<file path="src/design/afcd_pkg.sv">
// package: constants and types for the filter config and download block
// What this block does
// (RULE_01) a register write is an address word, then one 16-bit data word
// (RULE_02) main control sits at address 0x0001 and resets to 0x001A
// (RULE_03) bit 15 set makes following writes coefficient words until checksum
// (RULE_04) host sets tap count code bits 8..5 in the same load write
// (RULE_05) bit 14 makes the next read return the overrange threshold
// (RULE_06) bit 13 makes the next read return the gain register
// (RULE_07) bit 12 makes the next read return the offset register
// (RULE_08) bit 11 makes the next read return the status register
// (RULE_09) host always writes zero into bit 10
// (RULE_10) bit 9 starts an internal filter synchronisation routine
// (RULE_11) bits 15..9 clear themselves after acting
// (RULE_12) bit 4 zero bypasses the third programmable stage
// (RULE_13) bit 3 zero bypasses the first stage, for raw modulator data
// (RULE_14) rate field 0 bypasses stage two, n=1..5 decimates by 2^n
// (RULE_15) host sends coefficients centre outwards, upper word first
// (RULE_16) after checksum, unused slots zeroed, half a clock each (here one whole clock each); host waits
// (RULE_17) checksum is the sum of every byte of the coefficient words
// (RULE_18) host verifies by status read and testing bit 7
// (RULE_19) device sums up to 192 bytes; good flag set only on match
// (RULE_20) tap code 0 is default, odd codes give 12..96 taps, half downloaded
// (RULE_21) coefficient is 27-bit sign-magnitude split into two words
// (RULE_22) user coefficients volatile, lost on reset, default set applies
// (RULE_23) after checksum and zero-fill the device returns to address/data
package afcd_pkg;
    // ------------------------------------------------------------
    // addresses and reset values
    // ------------------------------------------------------------
    localparam logic [15:0] ADDR_MAIN_CTRL = 16'h0001;
    localparam logic [15:0] ADDR_CLK_PWR = 16'h0002;
    localparam logic [15:0] ADDR_OFFSET = 16'h0003;
    localparam logic [15:0] ADDR_GAIN = 16'h0004;
    localparam logic [15:0] ADDR_THRESH = 16'h0005;
    localparam logic [15:0] RST_MAIN_CTRL = 16'h001A;
    localparam logic [15:0] RST_CLK_PWR = 16'h009B;
    localparam logic [15:0] RST_OFFSET = 16'h0000;
    localparam logic [15:0] RST_GAIN = 16'hA000;
    localparam logic [15:0] RST_THRESH = 16'hCCCC;
    // ------------------------------------------------------------
    // field positions
    // ------------------------------------------------------------
    localparam int BIT_LOAD = 15;
    localparam int BIT_RD_THR = 14;
    localparam int BIT_RD_GAIN = 13;
    localparam int BIT_RD_OFF = 12;
    localparam int BIT_RD_STAT = 11;
    localparam int BIT_SYNC = 9;
    localparam int TAP_LSB = 5;
    localparam int BIT_F3 = 4;
    localparam int BIT_F1 = 3;
    localparam int BIT_CP_LPWR = 2;
    localparam int ST_GOOD = 7;
    localparam int ST_USER = 5;
    localparam int ST_LPWR = 9;
    localparam logic [15:0] SELF_CLR_MASK = 16'hFE00;
    localparam logic [2:0] RATE_MAX = 3'h5;
    localparam int MAX_COEFS = 48;
    localparam int COEF_W = 27;
    // ------------------------------------------------------------
    // timing: zero slot of half a clock period, rounded up to one whole cycle
    // ------------------------------------------------------------
    localparam real CLK_PERIOD_NS = 10.0;
    localparam real ZERO_SLOT_NS = 5.0;
    localparam int ZERO_SLOT_CYC = (ZERO_SLOT_NS < CLK_PERIOD_NS) ? 1 :
        int'(ZERO_SLOT_NS / CLK_PERIOD_NS);
    localparam int SYNC_CYC = 4;
    // ------------------------------------------------------------
    // state machine and read source
    // ------------------------------------------------------------
    typedef enum logic [4:0] {
        ST_ADDR = 5'h01,
        ST_DATA = 5'h02,
        ST_HI = 5'h04,
        ST_LO = 5'h08,
        ST_FILL = 5'h10
    } afcd_state_t;
    typedef enum logic [2:0] {
        RS_CONV = 3'h0,
        RS_THR = 3'h1,
        RS_GAIN = 3'h2,
        RS_OFF = 3'h3,
        RS_STAT = 3'h4
    } afcd_rsel_t;
endpackage : afcd_pkg

</file>
<file path="src/design/afcd_coef_if.sv">
// interface: coefficient store write port
`timescale 1ns/1ps
interface afcd_coef_if;
    logic we;
    logic clear;
    logic [5:0] idx;
    logic [26:0] data;
    modport ctrl (output we, output clear, output idx, output data);
    modport store (input we, input clear, input idx, input data);
endinterface : afcd_coef_if

</file>
<file path="src/design/afcd_coef_store.sv">
// module: volatile user coefficient storage
`timescale 1ns/1ps
module afcd_coef_store
    import afcd_pkg::*;
#(
    parameter int DEPTH = MAX_COEFS
) (
    input wire logic clk,
    input wire logic rst,
    afcd_coef_if.store wr,
    input wire logic [5:0] rd_idx,
    output logic [26:0] rd_data
);
    logic [26:0] mem_q [DEPTH];
    // lost on reset, so the default set applies afterwards [RULE_22]
    always_ff @(posedge clk) begin
        if (rst || wr.clear) begin
            for (int i = 0; i < DEPTH; i++) begin
                mem_q[i] <= '0;
            end
        end else if (wr.we && int'(wr.idx) < DEPTH) begin
            mem_q[wr.idx] <= wr.data;
        end
    end
    always_ff @(posedge clk) begin
        if (rst) begin
            rd_data <= '0;
        end else if (int'(rd_idx) < DEPTH) begin
            rd_data <= mem_q[rd_idx];
        end else begin
            rd_data <= '0;
        end
    end
endmodule : afcd_coef_store

</file>
<file path="src/design/afcd_top.sv">
// module: main control register and coefficient download sequencer
`timescale 1ns/1ps
module afcd_top
    import afcd_pkg::*;
(
    input wire logic SYS_CLK_IN,
    input wire logic SYS_RST_IN,
    input wire logic WR_N_IN,
    input wire logic RD_N_IN,
    input wire logic [15:0] DATA_IN,
    input wire logic [15:0] CONV_DATA_IN,
    input wire logic OVR_IN,
    input wire logic [5:0] COEF_RD_IDX_IN,
    output logic [15:0] DATA_OUT,
    output logic [26:0] COEF_RD_DATA_OUT,
    output logic THIRD_STAGE_ENABLE_OUT,
    output logic FIRST_STAGE_ENABLE_OUT,
    output logic [2:0] RATE_OUT,
    output logic USER_FILTER_OUT,
    output logic [3:0] TAP_COUNT_CODE_OUT,
    output logic SYNC_OUT,
    output logic LOAD_BUSY_OUT
);
    // ------------------------------------------------------------
    // pin synchronisers and strobe edges
    // ------------------------------------------------------------
    logic [1:0] wr_sync_q, rd_sync_q;
    logic [15:0] din_s1_q, din_s2_q;
    logic wr_prev_q, rd_prev_q;
    logic wr_pulse, rd_pulse;
    always_ff @(posedge SYS_CLK_IN) begin
        if (SYS_RST_IN) begin
            wr_sync_q <= 2'h3;
            rd_sync_q <= 2'h3;
            din_s1_q <= '0;
            din_s2_q <= '0;
            wr_prev_q <= 1'b1;
            rd_prev_q <= 1'b1;
        end else begin
            wr_sync_q <= {wr_sync_q[0], WR_N_IN};
            rd_sync_q <= {rd_sync_q[0], RD_N_IN};
            din_s1_q <= DATA_IN;
            din_s2_q <= din_s1_q;
            wr_prev_q <= wr_sync_q[1];
            rd_prev_q <= rd_sync_q[1];
        end
    end
    // act on the rising edge, when data has long settled
    assign wr_pulse = wr_sync_q[1] && !wr_prev_q;
    assign rd_pulse = rd_sync_q[1] && !rd_prev_q;
    // ------------------------------------------------------------
    // tap count decode: odd codes give 6..48 coefficients
    // ------------------------------------------------------------
    function automatic logic [5:0] coef_count(input logic [3:0] code);
        coef_count = code[0] ? 6'((int'(code[3:1]) + 1) * 6) : 6'h00;
    endfunction : coef_count
    // ------------------------------------------------------------
    // registers and sequencer
    // ------------------------------------------------------------
    afcd_state_t state_q;
    afcd_rsel_t rsel_q;
    logic [15:0] addr_q, ctrl_q, cpwr_q, off_q, gain_q, thr_q;
    logic [15:0] hi_q, sum_q;
    logic [5:0] idx_q, ncoef_q;
    logic [7:0] wait_q;
    logic good_q, user_q;
    logic [2:0] sync_cnt_q;
    afcd_coef_if cif ();
    assign cif.clear = 1'b0;
    function automatic logic [15:0] byte_sum(input logic [15:0] w);
        byte_sum = {8'h00, w[15:8]} + {8'h00, w[7:0]};
    endfunction : byte_sum
    always_ff @(posedge SYS_CLK_IN) begin
        if (SYS_RST_IN) begin
            state_q <= ST_ADDR;
            addr_q <= '0;
            ctrl_q <= RST_MAIN_CTRL; // [RULE_02]
            cpwr_q <= RST_CLK_PWR;
            off_q <= RST_OFFSET;
            gain_q <= RST_GAIN;
            thr_q <= RST_THRESH;
            rsel_q <= RS_CONV;
            hi_q <= '0;
            sum_q <= '0;
            idx_q <= '0;
            ncoef_q <= '0;
            wait_q <= '0;
            good_q <= 1'b0;
            user_q <= 1'b0; // [RULE_22]
            sync_cnt_q <= '0;
            cif.we <= 1'b0;
            cif.idx <= '0;
            cif.data <= '0;
        end else begin
            cif.we <= 1'b0;
            if (sync_cnt_q != 3'h0) begin
                sync_cnt_q <= sync_cnt_q - 3'h1;
            end
            // one-shot read select, cleared once the read is served
            if (rd_pulse) begin
                rsel_q <= RS_CONV;
            end
            case (state_q)
                ST_ADDR: begin
                    if (wr_pulse) begin
                        addr_q <= din_s2_q; // [RULE_01]
                        state_q <= ST_DATA;
                    end
                end
                ST_DATA: begin
                    if (wr_pulse) begin
                        state_q <= ST_ADDR; // [RULE_01]
                        case (addr_q)
                            ADDR_MAIN_CTRL: begin
                                // action bits never stored [RULE_11]
                                ctrl_q <= din_s2_q & ~SELF_CLR_MASK;
                                if (din_s2_q[BIT_RD_THR]) begin
                                    rsel_q <= RS_THR; // [RULE_05]
                                end else if (din_s2_q[BIT_RD_GAIN]) begin
                                    rsel_q <= RS_GAIN; // [RULE_06]
                                end else if (din_s2_q[BIT_RD_OFF]) begin
                                    rsel_q <= RS_OFF; // [RULE_07]
                                end else if (din_s2_q[BIT_RD_STAT]) begin
                                    rsel_q <= RS_STAT; // [RULE_08]
                                end
                                if (din_s2_q[BIT_SYNC]) begin
                                    sync_cnt_q <= 3'(SYNC_CYC); // [RULE_10]
                                end
                                if (din_s2_q[BIT_LOAD]) begin
                                    // tap code taken from this write [RULE_04]
                                    ncoef_q <= coef_count(
                                        din_s2_q[TAP_LSB +: 4]); // [RULE_20]
                                    idx_q <= '0;
                                    sum_q <= '0;
                                    good_q <= 1'b0;
                                    state_q <= ST_HI; // [RULE_03]
                                end
                            end
                            ADDR_CLK_PWR: cpwr_q <= din_s2_q;
                            ADDR_OFFSET: off_q <= din_s2_q;
                            ADDR_GAIN: gain_q <= din_s2_q;
                            ADDR_THRESH: thr_q <= din_s2_q;
                            default: ;
                        endcase
                    end
                end
                ST_HI: begin
                    if (wr_pulse) begin
                        if (idx_q == ncoef_q) begin
                            // checksum word [RULE_19]
                            good_q <= (din_s2_q == sum_q);
                            user_q <= (ncoef_q != 6'h00);
                            wait_q <= 8'((MAX_COEFS - int'(idx_q))
                                * ZERO_SLOT_CYC);
                            state_q <= ST_FILL; // [RULE_16]
                        end else begin
                            hi_q <= din_s2_q; // upper word first [RULE_15]
                            sum_q <= sum_q + byte_sum(din_s2_q); // [RULE_17]
                            state_q <= ST_LO;
                        end
                    end
                end
                ST_LO: begin
                    if (wr_pulse) begin
                        sum_q <= sum_q + byte_sum(din_s2_q); // [RULE_17]
                        cif.we <= 1'b1;
                        cif.idx <= idx_q;
                        // sign and magnitude 25..16, then 15..0 [RULE_21]
                        cif.data <= {hi_q[10:0], din_s2_q};
                        idx_q <= idx_q + 6'h01;
                        state_q <= ST_HI;
                    end
                end
                ST_FILL: begin
                    // zero the unused slots, one per slot time [RULE_16]
                    if (int'(idx_q) < MAX_COEFS) begin
                        cif.we <= 1'b1;
                        cif.idx <= idx_q;
                        cif.data <= '0;
                        idx_q <= idx_q + 6'h01;
                    end
                    if (wait_q > 8'h01) begin
                        wait_q <= wait_q - 8'h01;
                    end else begin
                        state_q <= ST_ADDR; // [RULE_23]
                    end
                end
                default: state_q <= ST_ADDR;
            endcase
        end
    end
    afcd_coef_store #(.DEPTH(MAX_COEFS)) u_store (
        .clk(SYS_CLK_IN),
        .rst(SYS_RST_IN),
        .wr(cif.store),
        .rd_idx(COEF_RD_IDX_IN),
        .rd_data(COEF_RD_DATA_OUT)
    );
    // ------------------------------------------------------------
    // read data and status
    // ------------------------------------------------------------
    logic [15:0] status;
    always_comb begin
        status = '0;
        status[ST_LPWR] = cpwr_q[BIT_CP_LPWR];
        status[8] = OVR_IN;
        status[ST_GOOD] = good_q; // [RULE_19]
        status[ST_USER] = user_q;
        status[4:0] = ctrl_q[4:0];
    end
    always_ff @(posedge SYS_CLK_IN) begin
        if (SYS_RST_IN) begin
            DATA_OUT <= '0;
        end else begin
            case (rsel_q)
                RS_THR: DATA_OUT <= thr_q; // [RULE_05]
                RS_GAIN: DATA_OUT <= gain_q; // [RULE_06]
                RS_OFF: DATA_OUT <= off_q; // [RULE_07]
                RS_STAT: DATA_OUT <= status; // [RULE_08]
                default: DATA_OUT <= CONV_DATA_IN;
            endcase
        end
    end
    // rate above 5 is not defined; clamped to the 32x maximum
    assign THIRD_STAGE_ENABLE_OUT = ctrl_q[BIT_F3]; // [RULE_12]
    assign FIRST_STAGE_ENABLE_OUT = ctrl_q[BIT_F1]; // [RULE_13]
    assign RATE_OUT = (ctrl_q[2:0] > RATE_MAX) ? RATE_MAX
        : ctrl_q[2:0]; // [RULE_14]
    assign USER_FILTER_OUT = user_q;
    assign TAP_COUNT_CODE_OUT = ctrl_q[TAP_LSB +: 4];
    assign SYNC_OUT = (sync_cnt_q != 3'h0); // [RULE_10]
    assign LOAD_BUSY_OUT = (state_q == ST_HI) || (state_q == ST_LO)
        || (state_q == ST_FILL);
endmodule : afcd_top

</file>
<file path="config.mk">
export PLATFORM = sky130hd
export DESIGN_NAME = afcd_top
export DESIGN_NICKNAME = d
export VERILOG_FILES = /design/src/design/afcd_pkg.sv /design/src/design/afcd_coef_if.sv /design/src/design/afcd_coef_store.sv /design/src/design/afcd_top.sv
export SDC_FILE = /design/constraint.sdc
export NUM_CORES = 2
export LEC_CHECK = 0
export CAP_MARGIN = 0
export CORE_MARGIN = 1
export CORE_UTILIZATION = 45
export CTS_CLUSTER_DIAMETER = 100
export DETAILED_ROUTE_END_ITERATION = 8
export DONT_BUFFER_PORTS = 1
export GPL_ROUTABILITY_DRIVEN = 1
export PLACE_DENSITY_LB_ADDON = 0.08
export SLEW_MARGIN = 20
export SYNTH_ARGS = -nofsm -noshare
export SYNTH_HDL_FRONTEND = slang
export SYNTH_SLANG_ARGS = --single-unit
</file>
<file path="constraint.sdc">
create_clock -name SYS_CLK_IN -period 4.6 [get_ports SYS_CLK_IN]
set_clock_uncertainty 0.05 [all_clocks]
set_input_delay 1.15 -clock SYS_CLK_IN [delete_from_list [all_inputs] [get_ports SYS_CLK_IN]]
set_output_delay 1.15 -clock SYS_CLK_IN [all_outputs]
set_load 0.02 [all_outputs]
</file>
==> flow_summary.toml <==
[outcome]
status = "complete, no violations"

[synth]
synth_edf_count = 1296
synth_warnings = 0
synthCells = 4947
ys_types = 72
yosys.cell_count.top_type = "and2_1"
netlist_top_cells_count = "and2_1 (1301), edfxtp_1 (1296), clkbuf_1 (376)"
ys_ff_latch = 1544
syn_avg_cell_area_sq_um = 14.10
yosys-top-cells-area = "edfxtp_1 (56%), and2_1 (12%), mux4_2 (10%), dfxtp_1 (7.1%), clkbuf_1 (2.0%)"
syn-cell-area_sq_mm = 0.06977
ys_seq_area_frac = 0.6289
synth_top_area_share = 0.5578
synth_top_cell_by_area = "edfxtp_1"
ys.flop_type = "edfxtp_1"
ys_async_sr_fraction = 0
synth_nets = 5017

[global_routing]
grt_pass1_wl_microns = 290800
grt_pass1_vias = 39630
track_usage = 0.2576
antenna_found_initial = 8
grt_max_degree = 349
grt.overflow.total = 0

[hold_path]
min-delay-start = "rd_sync_q[0]"
hold_path.class = "reg -> reg"

[timing]
fin_crit_ns = 3.515
setup_viol = 0
hold_ws_ns = 0.3594
final-max-slew-violation-count = 0
worstMarginPinSlew_ns = 1.348
rsz0062_at_grt = "false"
fin_tns_setup_ns = 0
hold_viol_final = 0
fmax_mhz = 284.5
maxSlewHeadroom = 0.1013
post-route-period-util = 0.7640

[drt]
drt-total-wl_microns = 202200
drt-initial-drc-count = 3761
antenna_left = 0
num_vias = 39940
drc = 0
viasPerCell = 5.697
post_drt_wl_per_cell_microns = 28.84
dr.pass1.iters = 5

[power]
powerDensity_mw_per_mm2 = 398.1
ir_worst_vdd_uv = 349.2
p_leak_uw = 0.02797
power.total_uw = 30890

[place]
hpwl_microns = 120400
gp_congestion = 0.8420
portBuffers = 0

[finish]
area_growth_pct = 11.21
fin_nets = 4886
nFillCells = 13020
largest_register_ffs = 1296
reg.largest.list = "u_store.mem_q x1296, cif.data x27, u_store.rd_data x27"
regMostFlops = "u_store.mem_q"
final_layout_size_suffix_gt1_frac = 0.1883

[critical_path]
crit_start = "state_q[0]"
cp.required_ns = 3.40
reg2reg_from = "din_s2_q[4]"
worstSetupPathType = "reg -> out"
cp_data_arrival_time_ns = 2.31
crit_fanout = 9
setup.worst_path.start_class = "register"
cp-end-kind = "output port"

[clock_tree]
clock-root-buffer = "clkbuf_16"
cts_resized = 0
cts_sinks = 1544
cts_made_buffers = 170
cts_tree = "yes"
worst_skew_pair.late_latency_ns = 0.80
htreeDepth = 4
post-cts-setup-buffers = 0
cts_hold_buf = 0
clockBufferDepth = 3
clk_pin_slew_ns = 0.06

[run]
maxCapViolations = 0

[floorplanning]
ios = 98
die-area_sq_mm = 0.1566
start_util = 0.4529
fp.dieW_microns = 395.8
rows = 144
core_sq_mm = 0.1540
die_h_microns = 395.8
through the flow:
| step | util | instance area, sq um | instances | setup slack (ns) |
|---|---|---|---|---|
| 5_1_grt | 0.5036 | 77580 | 7005 | 0.9467 |
| 2_1_floorplan | - | 69770 | 4947 | 0.1740 |
| 3_5_place_dp | 0.4676 | 72030 | 6688 | 1.018 |
| 3_3_place_gp | 0.4676 | 72030 | 6688 | 1.031 |
| 4_1_cts | 0.5036 | 77580 | 7005 | 1.031 |
| 6_report | 0.5037 | 77590 | 7010 | 1.085 |
metal layers:
layer / global-route usage / vias to the layer above / routed length [microns]
met2: 0.4175 / 1178 / 97580
li1: - / 17830 / -
met1: 0.3579 / 20700 / 87260
met5: 0 / - / 0
met3: 0.04336 / 235 / 12060
met4: 0.07232 / 0 / 5250
worst max-delay path, stage by stage, from the launching register on:
cell and delay [ns]:
dfxtp_1 0.41, or3_4 0.45, o2bb2ai_1 0.31, nand2b_1 0.33
final timing paths:
check / cells after the start / endpoint / slack [ns]
setup reg to reg: 7 / sum_q[14] / 1.36
hold / removal: 1 / rd_sync_q[1] / 0.36
setup / recovery: 3 / LOAD_BUSY_OUT / 1.09
hold reg to reg: 1 / rd_sync_q[1] / 0.36
layout by cell type, fill, tap and decap left out, types with 11 or more instances in the layout:
cell type	synthesis	layout
nand4_1	51	51
mux2i_1	118	118
clkbuf_16	0	174
or2_2	12	12
nand3_1	43	43
o221ai_1	40	40
dfxtp_2	0	26
clkbuf_8	0	11
a21oi_1	132	132
clkbuf_1	376	38
xnor2_1	12	12
clkinv_1	2	37
o21ai_4	0	11
nor2b_1	53	52
a22oi_1	41	41
dfxtp_1	248	221
and3_1	20	20
and2_1	1301	1301
o22ai_1	27	27
a221oi_1	15	15
mux2_2	91	91
nand2_1	152	152
o31ai_1	17	17
nand2b_1	28	28
xor2_1	26	26
o21ai_2	0	35
o21ai_0	67	21
inv_1	21	20
bufinv_16	0	13
nor3_1	20	19
nor2_2	0	14
mux4_2	314	314
clkinv_2	0	27
buf_4	18	163
ha_1	18	18
edfxtp_1	1296	1296
nor2_1	180	166
layout make-up:
class / count / area [sq um] / share of cell area
timing repair buffer: 164 / 1244 / 0.01603
antenna: 5 / 12.51 / 0.0001613
tap: 2044 / 2557 / 0.03296
clock inverter: 94 / 895.9 / 0.01155
sequential: 1544 / 43920 / 0.5660
multi-input combinational: 2913 / 24230 / 0.3122
inverter: 23 / 88.84 / 0.001145
clock buffer: 223 / 4648 / 0.05991
kinds of logic (layout without fill, tap and decap cells):
logic type	Yosys count	after routing	share of synthesized area
compound gates	404	404	0.03782
xor+xnor	38	38	0.004770
fa+ha+maj	27	27	0.005810
buf+inv	490	504	0.02850
flops	1544	1544	0.6289
mux	523	523	0.1330
other cells	0	5	0
simple gates	1921	1921	0.1612
power breakdown:
part | internal (uW) | switching [uW]
registers | 15500 | 216
logic | 623 | 853
clock network | 7880 | 5780
Note: power is estimated with default switching activity, not from simulation.
